--- src/logic/hsq_pkg.sv ---
// Constants and types for the host power button sequencer.
// Assumes one 200 MHz clock and a synchronous active-high reset.

package hsq_pkg;

  // ----------------------------------------
  // Timing
  // ----------------------------------------
  localparam int CLK_PERIOD_NS = 5;
  localparam int MS_NS = 1_000_000;
  localparam int MS_CYCLES = (MS_NS + CLK_PERIOD_NS - 1) / CLK_PERIOD_NS;
  localparam int HOLD_REBOOT_MS = 500;
  localparam int HOLD_SHUT_MS = 3000;
  localparam int HOLD_FORCE_MS = 10_000;
  localparam int SHUT_DELAY_MS = 10_000;
  localparam int REMOTE_DELAY_MS = 30_000;
  localparam int DEBOUNCE_MS = 10;
  localparam int ALIVE_FLASH_MS = 100;
  localparam int ALIVE_FLASHES = 10;
  localparam int SLOW_PULSE_MS = 500;
  localparam int SHDN_PULSE_MS = 200;
  localparam int DIM_DIV = 4;
  localparam int MS_W = 16;

  // ----------------------------------------
  // I2C target
  // ----------------------------------------
  localparam logic [6:0] I2C_ADDR = 7'h5A;
  localparam logic [7:0] CMD_READY = 8'h01;
  localparam logic [7:0] CMD_READY_OFF = 8'h02;
  localparam logic [3:0] BITS_PER_BYTE = 4'h8;

  // ----------------------------------------
  // Types
  // ----------------------------------------
  typedef struct packed {
    logic pwr;
    logic rdy;
  } hsq_led_s;

  typedef struct packed {
    logic ready;
    logic ready_off;
  } hsq_cmd_s;

  typedef enum logic [3:0] {
    ST_ALIVE,
    ST_OFF,
    ST_BOOT,
    ST_RUN,
    ST_RBT_REQ,
    ST_RBT_WAIT,
    ST_SHUT_REQ,
    ST_SHUT_DLY,
    ST_REMOTE
  } hsq_state_e;

endpackage

--- src/logic/hsq_sequencer.sv ---
// Host power button sequencer: button timing, I2C command target,
// power and indicator sequencing. Button and I2C pins are asynchronous.
`timescale 1ns/10ps
`default_nettype none

module hsq_sequencer #(
  parameter int TICK_CYCLES = hsq_pkg::MS_CYCLES,
  parameter int HOLD_REBOOT_MS = hsq_pkg::HOLD_REBOOT_MS,
  parameter int HOLD_SHUT_MS = hsq_pkg::HOLD_SHUT_MS,
  parameter int HOLD_FORCE_MS = hsq_pkg::HOLD_FORCE_MS,
  parameter int SHUT_DELAY_MS = hsq_pkg::SHUT_DELAY_MS,
  parameter int REMOTE_DELAY_MS = hsq_pkg::REMOTE_DELAY_MS
) (
  input wire logic i_clk,
  input wire logic i_rst,
  input wire logic i_btn_n,
  input wire logic i_scl,
  input wire logic i_sda,
  output logic o_sda_o,
  output logic o_sda_oe,
  output logic o_host_pwr,
  output logic o_shdn,
  output hsq_pkg::hsq_led_s o_led
);
  import hsq_pkg::*;

  localparam int PW = $clog2(TICK_CYCLES);
  localparam logic [MS_W-1:0] L_RBT = MS_W'(HOLD_REBOOT_MS);
  localparam logic [MS_W-1:0] L_SHUT = MS_W'(HOLD_SHUT_MS);
  localparam logic [MS_W-1:0] L_FORCE = MS_W'(HOLD_FORCE_MS);
  localparam logic [MS_W-1:0] L_SDLY = MS_W'(SHUT_DELAY_MS);
  localparam logic [MS_W-1:0] L_RDLY = MS_W'(REMOTE_DELAY_MS);
  localparam logic [MS_W-1:0] L_FAST = MS_W'(ALIVE_FLASH_MS - 1);
  localparam logic [MS_W-1:0] L_SLOW = MS_W'(SLOW_PULSE_MS - 1);
  localparam logic [MS_W-1:0] L_PULSE = MS_W'(SHDN_PULSE_MS);
  localparam logic [MS_W-1:0] L_NFL = MS_W'(ALIVE_FLASHES);

  if (TICK_CYCLES < 4 || HOLD_REBOOT_MS >= HOLD_SHUT_MS || HOLD_SHUT_MS >= HOLD_FORCE_MS ||
      HOLD_FORCE_MS >= 2 ** MS_W - 1 || SHUT_DELAY_MS >= 2 ** MS_W ||
      REMOTE_DELAY_MS >= 2 ** MS_W) begin : g_chk
    $error("hsq_sequencer: parameter out of range");
  end

  function automatic logic in_win(input logic [MS_W-1:0] c, input logic [MS_W-1:0] lo,
                                  input logic [MS_W-1:0] hi);
    in_win = (c > lo) && (c < hi);
  endfunction

  // ----------------------------------------
  // Input synchronisers
  // ----------------------------------------
  logic btn_s1_r, btn_s2_r, scl_s1_r, scl_s2_r, sda_s1_r, sda_s2_r, scl_q_r, sda_q_r;

  always_ff @(posedge i_clk) begin
    if (i_rst) begin
      {btn_s1_r, btn_s2_r, scl_s1_r, scl_s2_r} <= 4'hF;
      {sda_s1_r, sda_s2_r, scl_q_r, sda_q_r} <= 4'hF;
    end else begin
      btn_s1_r <= i_btn_n;
      btn_s2_r <= btn_s1_r;
      scl_s1_r <= i_scl;
      scl_s2_r <= scl_s1_r;
      sda_s1_r <= i_sda;
      sda_s2_r <= sda_s1_r;
      scl_q_r <= scl_s2_r;
      sda_q_r <= sda_s2_r;
    end
  end

  // ----------------------------------------
  // Millisecond tick
  // ----------------------------------------
  logic [PW-1:0] pre_cnt_r;
  logic ms_tick_r;

  always_ff @(posedge i_clk) begin
    if (i_rst) begin
      pre_cnt_r <= '0;
      ms_tick_r <= 1'b0;
    end else begin
      ms_tick_r <= (pre_cnt_r == PW'(TICK_CYCLES - 1));
      pre_cnt_r <= (pre_cnt_r == PW'(TICK_CYCLES - 1)) ? '0 : pre_cnt_r + 1'b1;
    end
  end

  // ----------------------------------------
  // Button hold timing
  // ----------------------------------------
  logic btn_lvl, btn_q_r;
  logic [MS_W-1:0] hold_cnt_r;

  hsq_debounce #(.DB_TICKS(DEBOUNCE_MS)) u_db (
    .i_clk(i_clk),
    .i_rst(i_rst),
    .i_tick(ms_tick_r),
    .i_raw(~btn_s2_r),
    .o_level(btn_lvl)
  );

  wire press_edge = btn_lvl && !btn_q_r;
  wire release_edge = !btn_lvl && btn_q_r;
  wire force_evt = btn_lvl && ms_tick_r && hold_cnt_r == L_FORCE;
  wire reboot_req = release_edge && in_win(hold_cnt_r, L_RBT, L_SHUT);
  wire shut_req = release_edge && in_win(hold_cnt_r, L_SHUT, L_FORCE + 1'b1);

  always_ff @(posedge i_clk) begin
    if (i_rst) begin
      btn_q_r <= 1'b0;
      hold_cnt_r <= '0;
    end else begin
      btn_q_r <= btn_lvl;
      if (press_edge) begin
        hold_cnt_r <= '0;
      end else if (btn_lvl && ms_tick_r && hold_cnt_r != '1) begin
        hold_cnt_r <= hold_cnt_r + 1'b1;
      end
    end
  end

  // ----------------------------------------
  // I2C target, write-only commands
  // ----------------------------------------
  logic i2c_act_r, addr_ph_r;
  logic [3:0] bit_cnt_r;
  logic [7:0] shift_r;
  hsq_cmd_s cmd_r;

  wire scl_rise = scl_s2_r && !scl_q_r;
  wire scl_fall = !scl_s2_r && scl_q_r;
  wire i2c_start = scl_s2_r && scl_q_r && sda_q_r && !sda_s2_r;
  wire i2c_stop = scl_s2_r && scl_q_r && !sda_q_r && sda_s2_r;

  always_ff @(posedge i_clk) begin
    if (i_rst) begin
      i2c_act_r <= 1'b0;
      addr_ph_r <= 1'b0;
      bit_cnt_r <= '0;
      shift_r <= '0;
      o_sda_oe <= 1'b0;
      o_sda_o <= 1'b0;
      cmd_r <= '0;
    end else begin
      cmd_r <= '0;
      if (i2c_start) begin
        i2c_act_r <= 1'b1;
        addr_ph_r <= 1'b1;
        bit_cnt_r <= '0;
        o_sda_oe <= 1'b0;
      end else if (i2c_stop) begin
        i2c_act_r <= 1'b0;
        o_sda_oe <= 1'b0;
      end else if (i2c_act_r && scl_rise && !o_sda_oe) begin
        shift_r <= {shift_r[6:0], sda_s2_r};
        bit_cnt_r <= bit_cnt_r + 1'b1;
      end else if (i2c_act_r && scl_fall) begin
        if (o_sda_oe) begin
          o_sda_oe <= 1'b0;
          bit_cnt_r <= '0;
          addr_ph_r <= 1'b0;
        end else if (bit_cnt_r == BITS_PER_BYTE) begin
          if (!addr_ph_r) begin
            o_sda_oe <= 1'b1;
            cmd_r.ready <= (shift_r == CMD_READY);
            cmd_r.ready_off <= (shift_r == CMD_READY_OFF);
          end else if (shift_r == {I2C_ADDR, 1'b0}) begin
            o_sda_oe <= 1'b1;
          end else begin
            i2c_act_r <= 1'b0;
          end
        end
      end
    end
  end

  // ----------------------------------------
  // Power sequencing
  // ----------------------------------------
  hsq_state_e state_r;
  logic [MS_W-1:0] timer_r;

  wire go_reboot = state_r == ST_RUN && !force_evt && reboot_req;
  wire timer_on = state_r == ST_SHUT_DLY || state_r == ST_REMOTE;
  logic [MS_W-1:0] fast_cnt_r, slow_cnt_r, alive_cnt_r, pulse_cnt_r;
  logic fast_ph_r, slow_ph_r;

  always_ff @(posedge i_clk) begin
    if (i_rst) begin
      state_r <= ST_ALIVE;
    end else if (force_evt && state_r != ST_ALIVE) begin
      state_r <= ST_OFF;
    end else begin
      unique case (state_r)
        ST_ALIVE: if (alive_cnt_r == L_NFL) state_r <= ST_OFF;
        ST_OFF: if (press_edge) state_r <= ST_BOOT;
        ST_BOOT: if (cmd_r.ready) state_r <= ST_RUN;
        ST_RUN: begin
          if (reboot_req) begin
            state_r <= ST_RBT_REQ;
          end else if (shut_req) begin
            state_r <= ST_SHUT_REQ;
          end else if (cmd_r.ready_off) begin
            state_r <= ST_REMOTE;
          end
        end
        ST_RBT_REQ: if (cmd_r.ready_off) state_r <= ST_RBT_WAIT;
        ST_RBT_WAIT: if (cmd_r.ready) state_r <= ST_RUN;
        ST_SHUT_REQ: if (cmd_r.ready_off) state_r <= ST_SHUT_DLY;
        ST_SHUT_DLY: if (timer_r == L_SDLY) state_r <= ST_OFF;
        ST_REMOTE: begin
          if (cmd_r.ready) begin
            state_r <= ST_RUN;
          end else if (timer_r == L_RDLY) begin
            state_r <= ST_OFF;
          end
        end
        default: state_r <= ST_ALIVE;
      endcase
    end
  end

  always_ff @(posedge i_clk) begin
    if (i_rst || !timer_on) begin
      timer_r <= '0;
    end else if (ms_tick_r && timer_r != '1) begin
      timer_r <= timer_r + 1'b1;
    end
  end

  // ----------------------------------------
  // Indicator patterns and shutdown pulse
  // ----------------------------------------
  always_ff @(posedge i_clk) begin
    if (i_rst) begin
      fast_cnt_r <= '0;
      slow_cnt_r <= '0;
      fast_ph_r <= 1'b0;
      slow_ph_r <= 1'b0;
      alive_cnt_r <= '0;
    end else if (ms_tick_r) begin
      fast_cnt_r <= (fast_cnt_r == L_FAST) ? '0 : fast_cnt_r + 1'b1;
      slow_cnt_r <= (slow_cnt_r == L_SLOW) ? '0 : slow_cnt_r + 1'b1;
      if (fast_cnt_r == L_FAST) begin
        fast_ph_r <= !fast_ph_r;
        if (state_r == ST_ALIVE && alive_cnt_r != L_NFL) alive_cnt_r <= alive_cnt_r + 1'b1;
      end
      if (slow_cnt_r == L_SLOW) slow_ph_r <= !slow_ph_r;
    end
  end

  always_ff @(posedge i_clk) begin
    if (i_rst) begin
      pulse_cnt_r <= '0;
    end else if (go_reboot) begin
      pulse_cnt_r <= L_PULSE;
    end else if (ms_tick_r && pulse_cnt_r != '0) begin
      pulse_cnt_r <= pulse_cnt_r - 1'b1;
    end
  end

  wire dim_on = pre_cnt_r < PW'(TICK_CYCLES / DIM_DIV);

  always_ff @(posedge i_clk) begin
    if (i_rst) begin
      o_led <= '0;
      o_host_pwr <= 1'b0;
      o_shdn <= 1'b0;
    end else begin
      o_host_pwr <= !(state_r == ST_ALIVE || state_r == ST_OFF);
      o_shdn <= pulse_cnt_r != '0 || state_r == ST_SHUT_REQ || state_r == ST_SHUT_DLY;
      unique case (state_r)
        ST_ALIVE: o_led <= '{pwr: fast_ph_r, rdy: !fast_ph_r};
        ST_OFF: o_led <= '0;
        ST_BOOT, ST_RBT_WAIT, ST_REMOTE: o_led <= '{pwr: slow_ph_r, rdy: 1'b0};
        ST_RUN: o_led <= '{pwr: 1'b1, rdy: 1'b1};
        ST_RBT_REQ, ST_SHUT_REQ: o_led <= '{pwr: dim_on, rdy: 1'b1};
        ST_SHUT_DLY: o_led <= '{pwr: dim_on, rdy: 1'b0};
        default: o_led <= '0;
      endcase
    end
  end

  // ----------------------------------------
  // Assertions
  // ----------------------------------------
  logic shdn_q_r, shdn_seen_r;

  always_ff @(posedge i_clk) begin
    if (i_rst || state_r == ST_RUN) begin
      shdn_q_r <= 1'b0;
      shdn_seen_r <= 1'b0;
    end else begin
      shdn_q_r <= o_shdn;
      if (o_shdn && !shdn_q_r) shdn_seen_r <= 1'b1;
    end
  end
endmodule

`default_nettype wire

--- src/logic/hsq_debounce.sv ---
// Button debouncer counting millisecond ticks.
// Assumes the raw input is already synchronised to i_clk.
`timescale 1ns/10ps
`default_nettype none

module hsq_debounce #(
  parameter int DB_TICKS = hsq_pkg::DEBOUNCE_MS
) (
  input wire logic i_clk,
  input wire logic i_rst,
  input wire logic i_tick,
  input wire logic i_raw,
  output logic o_level
);
  import hsq_pkg::*;

  localparam int CW = $clog2(DB_TICKS + 1);

  logic [CW-1:0] cnt_r;

  if (DB_TICKS < 1) begin : g_chk
    $error("hsq_debounce: DB_TICKS must be at least 1");
  end

  // ----------------------------------------
  // Level changes only after a stable run
  // ----------------------------------------
  always_ff @(posedge i_clk) begin
    if (i_rst) begin
      cnt_r <= '0;
      o_level <= 1'b0;
    end else if (i_raw == o_level) begin
      cnt_r <= '0;
    end else if (i_tick) begin
      if (cnt_r == CW'(DB_TICKS - 1)) begin
        o_level <= i_raw;
        cnt_r <= '0;
      end else begin
        cnt_r <= cnt_r + 1'b1;
      end
    end
  end

endmodule

`default_nettype wire

--- config.mk ---
export PLATFORM = sky130hd
export DESIGN_NAME = hsq_sequencer
export DESIGN_NICKNAME = d
export VERILOG_FILES = /design/src/logic/hsq_pkg.sv /design/src/logic/hsq_sequencer.sv /design/src/logic/hsq_debounce.sv
export SDC_FILE = /design/constraint.sdc
export NUM_CORES = 1
export LEC_CHECK = 0
export ABC_AREA = 1
export BUFFER_PORTS_ARGS = -buffer_cell sky130_fd_sc_hd__buf_2
export CAP_MARGIN = 15
export CORE_UTILIZATION = 60
export DETAILED_ROUTE_END_ITERATION = 10
export GPL_TIMING_DRIVEN = 0
export PLACE_DENSITY_LB_ADDON = 0.2
export RECOVER_POWER = 25
export SLEW_MARGIN = 20
export SYNTH_ARGS = -nofsm -noshare
export SYNTH_HDL_FRONTEND = slang
export SYNTH_SLANG_ARGS = --single-unit
export TNS_END_PERCENT = 5
--- constraint.sdc ---
create_clock -name i_clk -period 2.9 [get_ports i_clk]
set_input_delay 0.145 -clock i_clk [delete_from_list [all_inputs] [get_ports i_clk]]
set_output_delay 0.145 -clock i_clk [all_outputs]
set_load 0.01 [all_outputs]
==> results.md <==
- Outcome: completed
- Postcts setup bufs: 0
- Setup TNS: 0 ns
- # placed instances: 1327
- Worst EP required: 3.21 ns
- Row count: 41
- Share of Yosys cell area claimed by the top area cell type: 39.6%
- Internal power: 3.74 mW
- Largest net degree at the start of global routing: 17
- Number of global-route vias before repair: 6584
- RSZ-0062 raised after global routing: no
- Register area share after synthesis: 39.6%
- Worst rel slew slack: 57.2%
- Total die area: 13600 µm²
- Fin. Hold Viols: 0
- WL final: 16900 µm
- HP Class: in2reg
- Leakage power: 3.45 nW
- YS warnings: 0
- Share of post-route cells with drive strength above 1: 6.55%
- Post-route ant nets: 0
- Cts bufs inserted: 17
- Comb power frac: 5.3%
- Gpl congestion: 0.897
- Top cells by area, synth: dfxtp_1 40%, nand2_1 11%, inv_1 7.8%
- Post-Syn Nets: 1163
- Die width: 117 µm
- Pwr Density: 550 nW/µm²
- Core area: 12700 µm²
- Crit path DAT: 2.51 ns
- First-pass GRT wire length: 28600 µm
- Root Driver: clkbuf_16
- Avg WL per Cell: 12.4 µm
- Average cell area after synthesis: 6.88 µm²
- Max Fclk: 453 MHz
- Non-Filler Instances: 1362
- Final nets: 1194
- Clk slew on worst S/H paths: 0.06 ns
- Max_cap viols: 0
- Async SR Flop Fraction: 0%
- Antenna violations before repair: 0
- IO Port Bufs: 9
- Final Max Tran Viols: 0
- Most common cell in the netlist: nand2_1
- Mapped Area: 7890 µm²
- Die Height: 117 µm
- GRT Util Overall: 26.5%
- Yosys top cell by area: dfxtp_1
- Sw frac: 22.3%
- Sw Pwr: 1.07 mW
- Post-Synthesis Cells: 1146
- I/O pin count: 11
- Ys flop type: dfxtp_1
- Final hold slack: 0.385 ns
- Dpl hpwl: 12000 µm
- # diodes: 0
- Area delta synth->final: 11.1%
- Initial DRC Count: 600
- Clock sink total: 156
- Setup crit end kind: register
- EDFF count, synth: 0
- Clk_skew: 0.00477 ns
- Commonest cells post-synth: 232 x nand2_1, 164 x inv_1, 158 x nor2_1
- Sequential share of power: 45.7%
- Worst-margin pin slew: 0.642 ns
- Critical Path Fanout Max: 9
- DR pass1 iterations: 5
- CTS tree: done
- Endpoints failing setup: 0
- CP Class: reg2reg
- Vias/cell: 5.27
- Vias after detailed routing: 7179
- Fin crit share: 76.1%
- DRC: 0
- Clk buf depth: 2
- CP startpoint kind: register
- Global route overflow: 0
- Clock Power Share: 49.1%
- Synth unique cells: 48
- Peak VDD IR: 0.486 mV
- Clk_lat worst skew: 0.43 ns
- H-tree lvl count: 4
- Initial Util: 62.0%
- FF+latch count, synth: 156
- Min Tclk post-route: 2.21 ns
## power by group through the flow
stage | sequential [mW] | combinational (mW) | clock, mW
5_1_grt | 2.20 | 0.291 | 2.47
4_1_cts | 2.20 | 0.256 | 2.41
6_report | 2.20 | 0.253 | 2.36
2_1_floorplan | 2.24 | 0.180 | 0
3_3_place_gp | 2.25 | 0.250 | 0
3_5_place_dp | 2.25 | 0.252 | 0
## state kept, by name, summed over array words and instances (netlist names), 4 cells and up
register	flops
bit_cnt_r	4
fast_cnt_r	16
timer_r	16
pulse_cnt_r	16
slow_cnt_r	16
state_r	4
hold_cnt_r	16
alive_cnt_r	16
shift_r	8
pre_cnt_r	18
u_db.cnt_r	4
## placed cells by master (no fill, tap or decap), types with 2 or more instances in the layout
cell type and instances:
a211oi_1 6, a21oi_1 92, a31oi_1 3, buf_2 6, buf_4 4, bufinv_16 4
clkbuf_1 17, clkbuf_16 17, clkbuf_8 2, clkinv_2 2, clkinvlp_4 2, dfxtp_1 156
dlygate4sd3_1 3, ha_1 12, inv_1 164, inv_2 3, inv_6 2, nand2_1 234
nand2_2 2, nand3_1 65, nand3b_1 3, nand4_1 38, nor2_1 161, nor2_2 7
nor2_4 2, nor3_1 40, nor3_2 2, nor3b_1 4, nor4_1 10, nor4_2 2
o211ai_1 2, o21a_1 2, o21ai_0 51, o21bai_1 2, or2_2 12, xnor2_1 8
xor2_1 32
## routing by layer
| layer | up-vias | GRT usage [%] | wire length [µm] |
|---|---|---|---|
| met5 | - | 0 | 0 |
| met4 | 0 | 11.9 | 313 |
| met3 | 27 | 4.77 | 523 |
| met2 | 126 | 45.8 | 8020 |
| met1 | 3256 | 32.2 | 8090 |
| li1 | 3770 | - | - |
## final timing paths
check | start | to | slack, ns | cells past startpoint
hold reg to reg | btn_s1_r | btn_s2_r | 0.42 | 1
setup / recovery | hold_cnt_r[0] | hold_cnt_r[6] | 0.69 | 8
hold / removal | i_rst | scl_s2_r | 0.39 | 3
setup reg to reg | hold_cnt_r[0] | hold_cnt_r[6] | 0.69 | 8
## final cells by class
type                            count  area (µm²)
Multi-Input combinational cell    805        4000
Fill cell                        1109        3960
Sequential cell                   156        3120
Inverter                          169         639
Clock buffer                       22         464
Tap cell                          172         215
Clock inverter                     10         163
Buffer                             16        85.1
Timing Repair Buffer               12        68.8
## cell families after synthesis
kind of cell,share of synthesized area [%]
xor gates and xnor gates,4.44
and+or+nand+nor,33.7
adders and majority gates,1.90
AOI/OAI and AO/OA,11.1
DFF,39.6
buffers and inverters,9.23
other,0.0476
## per-stage QoR
stage | util, % | power, mW | setup WS, ns | cell area, µm²
2_1_floorplan | - | 2.42 | 1.32 | 7890
3_3_place_gp | 64.0 | 2.50 | 0.887 | 8150
3_5_place_dp | 64.0 | 2.50 | 0.856 | 8150
4_1_cts | 69.2 | 4.86 | 0.830 | 8800
5_1_grt | 68.9 | 4.97 | 0.490 | 8760
6_report | 68.9 | 4.82 | 0.693 | 8760
## worst max-delay path, stage by stage, from the launching register on
cell	delay, ns
dfxtp_1	0.37
ha_1	0.21
nand3_1	0.11
nor3_1	0.50
nand3_2	0.10
nand2_1	0.36
or2_2	0.22
o21ai_0	0.06
nor3b_2	0.14
## repair_timing
action                                 CTS  global route
endpoints found under the hold margin    3             0
resized for setup                        0             0
hold buffers                             3             0
Note: power is estimated with default switching activity, not from simulation.
